==> config.mk <==
export PLATFORM = sky130hd
export DESIGN_NAME = pcie_advanced_error_regs
export DESIGN_NICKNAME = d
export VERILOG_FILES = /design/src/rtl/aer_regs_pkg.sv /design/src/rtl/pcie_advanced_error_regs.sv
export SDC_FILE = /design/constraint.sdc
export NUM_CORES = 1
export LEC_CHECK = 0
export BUFFER_PORTS_ARGS = -buffer_cell sky130_fd_sc_hd__buf_2
export CORE_ASPECT_RATIO = 0.5
export CORE_MARGIN = 2
export CORE_UTILIZATION = 51
export CTS_BUF_LIST = sky130_fd_sc_hd__clkbuf_16
export DETAILED_ROUTE_END_ITERATION = 16
export GPL_TIMING_DRIVEN = 0
export MAX_ROUTING_LAYER = met4
export PLACE_DENSITY = 0.91
export SLEW_MARGIN = 20
export SYNTH_ARGS = -nofsm -noshare
export SYNTH_HDL_FRONTEND = slang
export SYNTH_SLANG_ARGS = --single-unit
==> constraint.sdc <==
create_clock -name hclk -period 4.1 [get_ports hclk]
set_input_delay 0.205 -clock hclk [delete_from_list [all_inputs] [get_ports hclk]]
set_output_delay 0.205 -clock hclk [all_outputs]
set_load 0.02 [all_outputs]
==> src/rtl/aer_regs_pkg.sv <==
// package: register map, field positions and reset values of the error register bank
package aer_regs_pkg;
	localparam logic [11:0] ofs_uncorr_severity = 12'h10C;
	localparam logic [11:0] ofs_corr_status = 12'h110;
	localparam logic [11:0] ofs_corr_mask = 12'h114;
	localparam logic [11:0] ofs_adv_control = 12'h118;
	localparam logic [11:0] ofs_uncorr_status = 12'h130;
	localparam logic [11:0] ofs_uncorr_mask = 12'h134;
	localparam logic [11:0] ofs_irq_status = 12'h140;
	localparam logic [11:0] ofs_irq_mask = 12'h144;
	localparam logic [11:0] ofs_lock = 12'h148;

	localparam int bit_sev_crc = 19;
	localparam int bit_sev_unsup = 20;
	localparam int bit_rcv_err = 0;
	localparam int bit_bad_pkt = 6;
	localparam int bit_bad_link = 7;
	localparam int bit_rollover = 8;
	localparam int bit_replay_to = 12;
	localparam int bit_advisory = 13;
	localparam int bit_gen_cap = 5;
	localparam int bit_gen_en = 6;
	localparam int bit_chk_cap = 7;
	localparam int bit_chk_en = 8;
	localparam int ptr_w = 5;

	localparam logic [31:0] corr_valid = 32'h0000_31C1;
	localparam logic [31:0] corr_mask_rst = 32'h0000_2000;
	localparam logic [31:0] sev_valid = 32'h0018_0000;
	localparam logic [31:0] unc_valid = 32'h0018_0000;
	localparam logic [2:0] irq_w = 3'h3;
	localparam logic [1:0] htrans_nonseq = 2'h2;
	localparam logic [2:0] hsize_word = 3'h2;
endpackage

==> src/rtl/pcie_advanced_error_regs.sv <==
// design: advanced error reporting registers of one switch port, AHB-Lite slave
//
// Functional notes
// RL1: unmasked CRC error severity from bit 19
// RL2: unmasked unsupported request severity from bit 20
// RL3: receiver error sets status bit 0
// RL4: bad packet sets status bit 6
// RL5: bad link packet sets status bit 7
// RL6: replay rollover sets status bit 8
// RL7: replay timeout sets status bit 12
// RL8: advisory non-fatal sets status bit 13
// RL9: mask bit 0 blocks receiver error report
// RL10: mask bits 6,7,8,12 block their reports
// RL11: advisory mask resets to one
// RL12: first error pointer in control 4:0
// RL13: generate capable bit, lock-writable, resets one
// RL14: control bit 6 enables CRC generation
// RL15: check capable bit, lock-writable, resets one
// RL16: control bit 8 enables CRC checking
// RL17: uncorrectable mask 19 blocks log and report
// RL18: sticky bits survive non-power-on reset
`timescale 1ns/1ps
module pcie_advanced_error_regs
	import aer_regs_pkg::*;
(
	input wire logic hclk,
	input wire logic hresetn,
	input wire logic power_on_resetn,
	input wire logic hsel,
	input wire logic [11:0] haddr,
	input wire logic [1:0] htrans,
	input wire logic hwrite,
	input wire logic [2:0] hsize,
	input wire logic [31:0] hwdata,
	input wire logic hready,
	output logic hreadyout,
	output logic hresp,
	output logic [31:0] hrdata,
	input wire logic receiver_error_flag,
	input wire logic bad_packet_flag,
	input wire logic bad_link_packet_flag,
	input wire logic replay_rollover_flag,
	input wire logic replay_timeout_flag,
	input wire logic advisory_nonfatal_flag,
	input wire logic crc_error_event,
	input wire logic unsup_request_event,
	output logic report_correctable,
	output logic report_nonfatal,
	output logic report_fatal,
	output logic crc_generate_enable,
	output logic crc_check_enable,
	output logic irq
);
	logic [31:0] correctable_error_status_reg;
	logic [31:0] correctable_error_mask_reg;
	logic [31:0] severity_reg;
	logic [31:0] uncorrectable_error_status_reg;
	logic [31:0] uncorrectable_error_mask_reg;
	logic [ptr_w-1:0] first_error_pointer_reg;
	logic crc_generate_capable_reg;
	logic crc_check_capable_reg;
	logic gen_en_reg;
	logic chk_en_reg;
	logic lock_open_reg;
	logic [2:0] irq_status_reg;
	logic [2:0] irq_mask_reg;
	logic wr_pend_reg;
	logic [11:0] wr_addr_reg;
	logic [31:0] corr_ev;
	logic [31:0] corr_clr;
	logic [31:0] unc_ev;
	logic [31:0] unc_log;
	logic [31:0] unc_clr;
	logic rd_take;
	logic rep_corr;
	logic rep_nf;
	logic rep_fat;
	logic we_corr_status;
	logic we_corr_mask;
	logic we_severity;
	logic we_unc_status;
	logic we_unc_mask;
	logic we_control;
	logic we_lock;
	logic we_irq_status;
	logic we_irq_mask;
	logic [2:0] irq_set;
	logic [2:0] irq_clr;
	logic [31:0] control_word;
	logic [31:0] rd_word;

	function automatic logic [ptr_w-1:0] lowest_bit(input logic [31:0] v);
		logic [ptr_w-1:0] r;
		r = '0;
		for (int i = 31; i >= 0; i--) begin
			if (v[i]) begin
				r = ptr_w'(i);
			end
		end
		return r;
	endfunction

	function automatic logic wr_hit(input logic pend, input logic [11:0] a, input logic [11:0] o);
		return pend && (a == o);
	endfunction

	// address phase of a whole-word single transfer; other sizes are ignored
	function automatic logic word_req(input logic sel, input logic [1:0] tr, input logic [2:0] sz);
		return sel && (tr == htrans_nonseq) && (sz == hsize_word);
	endfunction

	assign hreadyout = 1'b1;
	assign hresp = 1'b0;
	assign rd_take = word_req(hsel, htrans, hsize) && hready && !hwrite;

	// a taken write lands one edge later, when its data phase ends
	always_ff @(posedge hclk or negedge hresetn) begin
		if (!hresetn) begin
			wr_pend_reg <= 1'b0;
		end else if (hready) begin
			wr_pend_reg <= word_req(hsel, htrans, hsize) && hwrite;
		end
	end

	always_ff @(posedge hclk or negedge hresetn) begin
		if (!hresetn) begin
			wr_addr_reg <= '0;
		end else if (hready) begin
			wr_addr_reg <= {haddr[11:2], 2'b00};
		end
	end

	// collect correctable events into their status positions
	always_comb begin
		corr_ev = '0;
		corr_ev[bit_rcv_err] = receiver_error_flag; // see RL3
		corr_ev[bit_bad_pkt] = bad_packet_flag; // see RL4
		corr_ev[bit_bad_link] = bad_link_packet_flag; // see RL5
		corr_ev[bit_rollover] = replay_rollover_flag; // see RL6
		corr_ev[bit_replay_to] = replay_timeout_flag; // see RL7
		corr_ev[bit_advisory] = advisory_nonfatal_flag; // see RL8
	end

	// uncorrectable events at their status positions
	always_comb begin
		unc_ev = '0;
		unc_ev[bit_sev_crc] = crc_error_event;
		unc_ev[bit_sev_unsup] = unsup_request_event;
	end

	// one write strobe per register, high in the data phase of a taken write
	always_comb begin
		we_corr_status = wr_hit(wr_pend_reg, wr_addr_reg, ofs_corr_status);
		we_corr_mask = wr_hit(wr_pend_reg, wr_addr_reg, ofs_corr_mask);
		we_severity = wr_hit(wr_pend_reg, wr_addr_reg, ofs_uncorr_severity);
		we_unc_status = wr_hit(wr_pend_reg, wr_addr_reg, ofs_uncorr_status);
		we_unc_mask = wr_hit(wr_pend_reg, wr_addr_reg, ofs_uncorr_mask);
		we_control = wr_hit(wr_pend_reg, wr_addr_reg, ofs_adv_control);
		we_lock = wr_hit(wr_pend_reg, wr_addr_reg, ofs_lock);
		we_irq_status = wr_hit(wr_pend_reg, wr_addr_reg, ofs_irq_status);
		we_irq_mask = wr_hit(wr_pend_reg, wr_addr_reg, ofs_irq_mask);
	end

	assign corr_clr = we_corr_status ? hwdata : '0;
	assign unc_clr = we_unc_status ? hwdata : '0;
	assign unc_log = unc_ev & ~uncorrectable_error_mask_reg; // see RL17

	// sticky bank: only the power-on reset clears it, event set wins over clear
	always_ff @(posedge hclk or negedge power_on_resetn) begin
		if (!power_on_resetn) begin
			correctable_error_status_reg <= '0; // see RL18
		end else begin
			correctable_error_status_reg <= ((correctable_error_status_reg & ~corr_clr) | corr_ev)
				& corr_valid; // see RL3
		end
	end

	always_ff @(posedge hclk or negedge power_on_resetn) begin
		if (!power_on_resetn) begin
			uncorrectable_error_status_reg <= '0;
		end else begin
			uncorrectable_error_status_reg <= ((uncorrectable_error_status_reg & ~unc_clr) | unc_log)
				& unc_valid; // see RL17
		end
	end

	// pointer captured only while no status bit is pending, held until its bit clears
	always_ff @(posedge hclk or negedge power_on_resetn) begin
		if (!power_on_resetn) begin
			first_error_pointer_reg <= '0;
		end else begin
			if (((uncorrectable_error_status_reg & ~unc_clr) == '0) && (unc_log != '0)) begin
				first_error_pointer_reg <= lowest_bit(unc_log); // see RL12
			end else if (unc_clr[first_error_pointer_reg] && (unc_log == '0)) begin
				first_error_pointer_reg <= '0; // see RL18
			end
		end
	end

	always_ff @(posedge hclk or negedge power_on_resetn) begin
		if (!power_on_resetn) begin
			correctable_error_mask_reg <= corr_mask_rst; // see RL11
		end else if (we_corr_mask) begin
			correctable_error_mask_reg <= hwdata & corr_valid; // see RL10
		end
	end

	always_ff @(posedge hclk or negedge power_on_resetn) begin
		if (!power_on_resetn) begin
			severity_reg <= '0; // see RL2
		end else if (we_severity) begin
			severity_reg <= hwdata & sev_valid; // see RL1
		end
	end

	always_ff @(posedge hclk or negedge power_on_resetn) begin
		if (!power_on_resetn) begin
			uncorrectable_error_mask_reg <= '0;
		end else if (we_unc_mask) begin
			uncorrectable_error_mask_reg <= hwdata & unc_valid; // see RL17
		end
	end

	always_ff @(posedge hclk or negedge power_on_resetn) begin
		if (!power_on_resetn) begin
			gen_en_reg <= 1'b0;
		end else if (we_control) begin
			gen_en_reg <= hwdata[bit_gen_en]; // see RL14
		end
	end

	always_ff @(posedge hclk or negedge power_on_resetn) begin
		if (!power_on_resetn) begin
			chk_en_reg <= 1'b0;
		end else if (we_control) begin
			chk_en_reg <= hwdata[bit_chk_en]; // see RL16
		end
	end

	// capability bits and lock are not sticky
	always_ff @(posedge hclk or negedge hresetn) begin
		if (!hresetn) begin
			crc_generate_capable_reg <= 1'b1;
			crc_check_capable_reg <= 1'b1;
		end else if (we_control && lock_open_reg) begin
			crc_generate_capable_reg <= hwdata[bit_gen_cap]; // see RL13
			crc_check_capable_reg <= hwdata[bit_chk_cap]; // see RL15
		end
	end

	// the locked-write path is open only while this bit is one
	always_ff @(posedge hclk or negedge hresetn) begin
		if (!hresetn) begin
			lock_open_reg <= 1'b0;
		end else if (we_lock) begin
			lock_open_reg <= hwdata[0];
		end
	end

	assign crc_generate_enable = gen_en_reg; // see RL14
	assign crc_check_enable = chk_en_reg; // see RL16

	// report pulses toward the root complex
	always_comb begin
		rep_corr = |(corr_ev & ~correctable_error_mask_reg & corr_valid); // see RL9
		rep_fat = |(unc_log & severity_reg); // see RL1
		rep_nf = |(unc_log & ~severity_reg); // see RL2
	end

	always_ff @(posedge hclk or negedge hresetn) begin
		if (!hresetn) begin
			report_correctable <= 1'b0;
		end else begin
			report_correctable <= rep_corr; // see RL10
		end
	end

	always_ff @(posedge hclk or negedge hresetn) begin
		if (!hresetn) begin
			report_nonfatal <= 1'b0;
		end else begin
			report_nonfatal <= rep_nf; // see RL2
		end
	end

	always_ff @(posedge hclk or negedge hresetn) begin
		if (!hresetn) begin
			report_fatal <= 1'b0;
		end else begin
			report_fatal <= rep_fat; // see RL1
		end
	end

	// interrupt status: 0 correctable, 1 non-fatal, 2 fatal
	assign irq_set = {rep_fat, rep_nf, rep_corr};
	assign irq_clr = we_irq_status ? hwdata[2:0] : 3'h0;

	// a new report wins over a clear in the same cycle
	always_ff @(posedge hclk or negedge hresetn) begin
		if (!hresetn) begin
			irq_status_reg <= '0;
		end else begin
			irq_status_reg <= (irq_status_reg & ~irq_clr) | irq_set;
		end
	end

	always_ff @(posedge hclk or negedge hresetn) begin
		if (!hresetn) begin
			irq_mask_reg <= '0;
		end else if (we_irq_mask) begin
			irq_mask_reg <= hwdata[2:0];
		end
	end

	assign irq = |(irq_status_reg & irq_mask_reg);

	assign control_word = {23'h0, chk_en_reg, crc_check_capable_reg, gen_en_reg,
		crc_generate_capable_reg, first_error_pointer_reg}; // see RL12

	// word of the addressed register; unmapped offsets and reserved bits read zero
	always_comb begin
		rd_word = '0;
		case ({haddr[11:2], 2'b00})
			ofs_uncorr_severity: rd_word = severity_reg;
			ofs_corr_status: rd_word = correctable_error_status_reg;
			ofs_corr_mask: rd_word = correctable_error_mask_reg;
			ofs_adv_control: rd_word = control_word;
			ofs_uncorr_status: rd_word = uncorrectable_error_status_reg;
			ofs_uncorr_mask: rd_word = uncorrectable_error_mask_reg;
			ofs_irq_status: rd_word = {29'h0, irq_status_reg};
			ofs_irq_mask: rd_word = {29'h0, irq_mask_reg};
			ofs_lock: rd_word = {31'h0, lock_open_reg};
			default: rd_word = '0;
		endcase
	end

	// read data stands until the next read address phase is taken
	always_ff @(posedge hclk or negedge hresetn) begin
		if (!hresetn) begin
			hrdata <= '0;
		end else if (rd_take) begin
			hrdata <= rd_word;
		end
	end
endmodule

* Yosys cells after proc, flatten, opt, wreduce, memory -nomap -nowiden
Cells that the tools add are included.
Cells by class: $lt $le $gt $ge 1, equality and inequality tests 20, multiplexer cells 40, bitwise logic cells 17, reductions and logical operators 26
Operator list (count):
- $pmux W21 S9 | 1
- $eq A10 B7 Y1 const B | 18
- $mux W5 | 34
- $and A21 B32 Y32 | 2
- $logic_not A32 Y1 | 2
- $not A21 Y32 | 2
- $reduce_or A32 Y1 | 2
- $and A32 B21 Y32 | 1
- $and A32 B32 Y32 | 1
- $mux W32 | 1
- $not A32 Y32 | 1
- $reduce_bool A32 Y1 | 1
- $and A14 B14 Y14 | 2
- $not A14 Y14 | 2
- $or A21 B21 Y21 | 1
- $logic_and A1 B1 Y1 | 17
- $mux W14 | 1
- $or A14 B14 Y14 | 1
- $and A3 B3 Y3 | 2
- $lt A5 B6 Y1 const B | 1
- $reduce_or A6 Y1 | 1
- $bmux W1 S5 | 1
- $eq A3 B2 Y1 const B | 1
- $mux W3 | 1
- 7 further kinds | 7
Storage, ports and cells: register bits 80, logic and storage cells 123

* Depth between registers and ports, before layout
word-level depth 35, depth in mapped cells 6, depth with buffers taken out 4

* Worst setup path after synthesis
Ideal clock, no wire load.
kind reg-to-reg, start register wr_addr_reg[7], end register irq_mask_reg[0], library setup time 125 ps, data arrival time 1629 ps, path slack 2347 ps, cell stages (with the launch flop) 5, buffers on the path 0, period minus slack after synthesis 1753 ps, path through dfrtp_1 > nor4b_4 > and4b_2 > and2_2 > mux2_2
Between the ends: cells in the longest elaborated chain, start to end 2
Ends and longest elaborated chain:
- start: declaration | line pcie_advanced_error_regs.sv:68 | logic [11:0] wr_addr_reg;
- start signal: assignment | line pcie_advanced_error_regs.sv:129 | wr_addr_reg <= {haddr[11:2], 2'b00};
- $eq A10 B7 Y1 | line pcie_advanced_error_regs.sv:104 | return pend && (a == o);
- $logic_and A1 B1 Y1 | line pcie_advanced_error_regs.sv:104
- end signal: assignment | line pcie_advanced_error_regs.sv:311 | irq_mask_reg <= hwdata[2:0];
- end: declaration | line pcie_advanced_error_regs.sv:66 | logic [2:0] irq_mask_reg;
Every way passes these cells. A chain may end at the register's enable or synchronous reset.

* Final worst setup path
start register wr_addr_reg[7], end register severity_reg[19]
Between the ends: cells in the longest elaborated chain, start to end 2
Ends and longest elaborated chain:
- $eq A10 B7 Y1 | line pcie_advanced_error_regs.sv:104
- $logic_and A1 B1 Y1 | line pcie_advanced_error_regs.sv:104
- end signal: assignment | line pcie_advanced_error_regs.sv:212 | severity_reg <= hwdata & sev_valid;
- end: declaration | line pcie_advanced_error_regs.sv:56 | logic [31:0] severity_reg;
Every way passes these cells.

==> impl_metrics.env <==
export IMPL_status="finished clean"
export IMPL_port_buffers=59
export IMPL_cts_num_sinks=58
export IMPL_fmax_mhz=498
export IMPL_ant_nets=0
export IMPL_nFillCells=411
export IMPL_dr_pass1_iters=5
export IMPL_initial_core_util_pct=54.4
export IMPL_antenna_found_initial=0
export IMPL_placementRows=19
export IMPL_post_route_period_util_pct=49.0
export IMPL_drc=0
export IMPL_critPathLaunchType="flip-flop"
export IMPL_share_comb_of_total_power_pct=10.8
export IMPL_hold_ws_ns=0.0742
export IMPL_cp_arrival_ns=2.21
export IMPL_p_int_mw=1.12
export IMPL_yosysSeqAreaShare_pct=47.3
export IMPL_grt_first_pass_wirelength_mm=12.0
export IMPL_antenna_cells=0
export IMPL_netlist_area_um2=3080
export IMPL_slew_headroom_pct=46.5
export IMPL_die_area_um2=6710
export IMPL_yosys_warnings=0
export IMPL_clockRootBuffer="clkbuf_16"
export IMPL_top_level_ports=103
export IMPL_crit_fanout=10
export IMPL_grt_overflow=0
export IMPL_power_leakage_nw=1.80
export IMPL_final_cell_mix="62 x buf_2, 55 x dfrtp_1, 31 x mux2_2"
export IMPL_largest_register_ffs=12
export IMPL_async_reset_ff_share_pct=100
export IMPL_clock_skew_ns=0.00393
export IMPL_grt_max_degree=36
export IMPL_htree_levels=3
export IMPL_synth_edff_count=0
export IMPL_required_ns=4.30
export IMPL_swShare_pct=23.8
export IMPL_drv_cap=0
export IMPL_area_growth_pct=24.7
export IMPL_core_area_um2=5660
export IMPL_power_switching_mw=0.349
export IMPL_cts_resized=0
export IMPL_dp_slack_ns=2.13
export IMPL_die_w_um=114
export IMPL_drt_wl_total_mm=7.63
export IMPL_routedWlPerCell_um=16.7
export IMPL_seqPwrFrac_pct=41.8
export IMPL_rsz0062_at_grt="false"
export IMPL_nNetsFinal=441
export IMPL_track_usage_pct=24.7
export IMPL_final_min_clock_period_ns=2.01
export IMPL_grt_pass1_vias=2443
export IMPL_path_class="reg -> reg"
export IMPL_dp_hpwl_mm=5.40
export IMPL_cts_buffers_inserted=9
export IMPL_hold_viol_final=0
export IMPL_clkLatencyLatePin_ns=0.32
export IMPL_fin_util_pct=67.8
export IMPL_syn_area_per_cell_um2=10.8
export IMPL_ys_flop_type="dfrtp_1"
export IMPL_die_h_um=58.9
export IMPL_synth_seq_cells=58
export IMPL_path_clk_slew_ns=0.05
export IMPL_worst_slew_pin_slew_ns=0.803
export IMPL_hold_class="in -> reg"
export IMPL_clkPwrFrac_pct=47.4
export IMPL_final_layout_size_suffix_gt1_share_pct=37.6
export IMPL_cts_setup_buffers=0
export IMPL_via_per_inst=5.62
export IMPL_clk_path_buf_depth=2
export IMPL_final_setup_viol_count=0
export IMPL_yosys_cell_types_count=50
export IMPL_final_common_cell="buf_2"
export IMPL_setup_slack_ns=2.09
export IMPL_fin_setup_tns_ns=0
export IMPL_powerDensity_nw_per_um2=383
export IMPL_postCtsHoldBufs=2
export IMPL_slew_viol_final=0
export IMPL_ir_worst_vdd_uv=279
export IMPL_initialDrtViolationCount=230
export IMPL_vias=2562
export IMPL_cts_tree="yes"
export IMPL_critPathCaptureType="flip-flop"
export IMPL_gp_congestion=0.976
export IMPL_synthCells=286
-- synthesized netlist by cell type, types with 2 or more instances --
| cell type | instances | area share, % |
|---|---|---|
| a41oi_1 | 2 | 0.57 |
| nand3_1 | 9 | 1.5 |
| conb_1 | 2 | 0.24 |
| o22ai_1 | 4 | 0.81 |
| clkbuf_1 | 6 | 0.73 |
| inv_1 | 11 | 1.3 |
| a22oi_1 | 2 | 0.49 |
| nand4_1 | 4 | 0.81 |
| nand2b_1 | 4 | 0.81 |
| nor2_1 | 12 | 1.5 |
| and3_2 | 2 | 0.49 |
| buf_4 | 22 | 5.4 |
| a21o_1 | 10 | 2.4 |
| dfstp_2 | 3 | 2.6 |
| dfrtp_1 | 55 | 45 |
| o31ai_1 | 3 | 0.73 |
| a221o_1 | 2 | 0.65 |
| o21ai_0 | 10 | 1.6 |
| nor2b_1 | 10 | 2.0 |
| buf_2 | 3 | 0.49 |
| nor4_1 | 3 | 0.61 |
| a31oi_1 | 4 | 0.81 |
| nand2_1 | 28 | 3.4 |
| a21oi_1 | 5 | 0.81 |
| nor3b_1 | 2 | 0.49 |
| mux2_2 | 31 | 11 |
| o2bb2ai_1 | 2 | 0.57 |
| mux2i_1 | 13 | 4.2 |
-- power by group through the flow --
| stage | sequential (mW) | combinational (mW) | clock, mW |
|---|---|---|---|
| floorplan | 0.625 | 0.0902 | 0 |
| global placement | 0.621 | 0.151 | 0 |
| detailed placement | 0.622 | 0.154 | 0 |
| CTS | 0.614 | 0.157 | 0.702 |
| global route | 0.616 | 0.172 | 0.731 |
| finish | 0.614 | 0.159 | 0.698 |
-- final timing paths --
path	startpoint	endpoint	slack, ns	cells after the start
max in group asynchronous	hresetn	report_nonfatal	3.07	2
setup reg to reg	wr_addr_reg[7]	severity_reg[19]	2.09	4
setup / recovery	wr_addr_reg[7]	severity_reg[19]	2.09	4
min in group asynchronous	power_on_resetn	first_error_pointer_reg[1]	0.40	2
hold / removal	bad_packet_flag	correctable_error_status_reg[6]	0.07	2
hold reg to reg	correctable_error_status_reg[6]	correctable_error_status_reg[6]	0.47	1
-- cells by family after synthesis --
kind of cell    Yosys count  synth area share [%]
buf+inv                  42                  7.93
mux                      44                  15.6
other cells               2                 0.244
simple gates             91                  17.8
compound gates           49                  11.2
flops                    58                  47.3
-- layer usage --
metal / vias up / global-route usage, % / part of all wire [%]
li1: 1172 / - / -
met1: 1237 / 31.2 / 42
met2: 142 / 40.4 / 49
met3: 11 / 5.66 / 7.6
met4: 0 / 8.19 / 0.79
met5: - / - / 0
-- critical path, cell delays in order (launching register included) --
cell     delay [ns]
dfrtp_1        0.41
nor4b_4        0.56
nand2_1        0.13
nor4_2         0.41
mux2_2         0.38
-- through the flow --
step	std cells	power [mW]	cell area, um^2
after floorplan	306	0.715	3150
after global placement	438	0.772	3540
after detailed placement	438	0.776	3540
after CTS	456	1.47	3840
after global routing	456	1.52	3840
final	456	1.47	3840
-- area by class of cell --
class	instances	area (um^2)	share of cell area [%]
timing repair buffer	61	315	8.21
clock buffer	9	225	5.87
buffer	31	203	5.28
inverter	11	41.3	1.08
clock inverter	7	53.8	1.40
multi-input combinational	206	1450	37.9
tap	73	91.3	2.38
sequential	58	1460	37.9
Power figures use the tool's default switching activity.
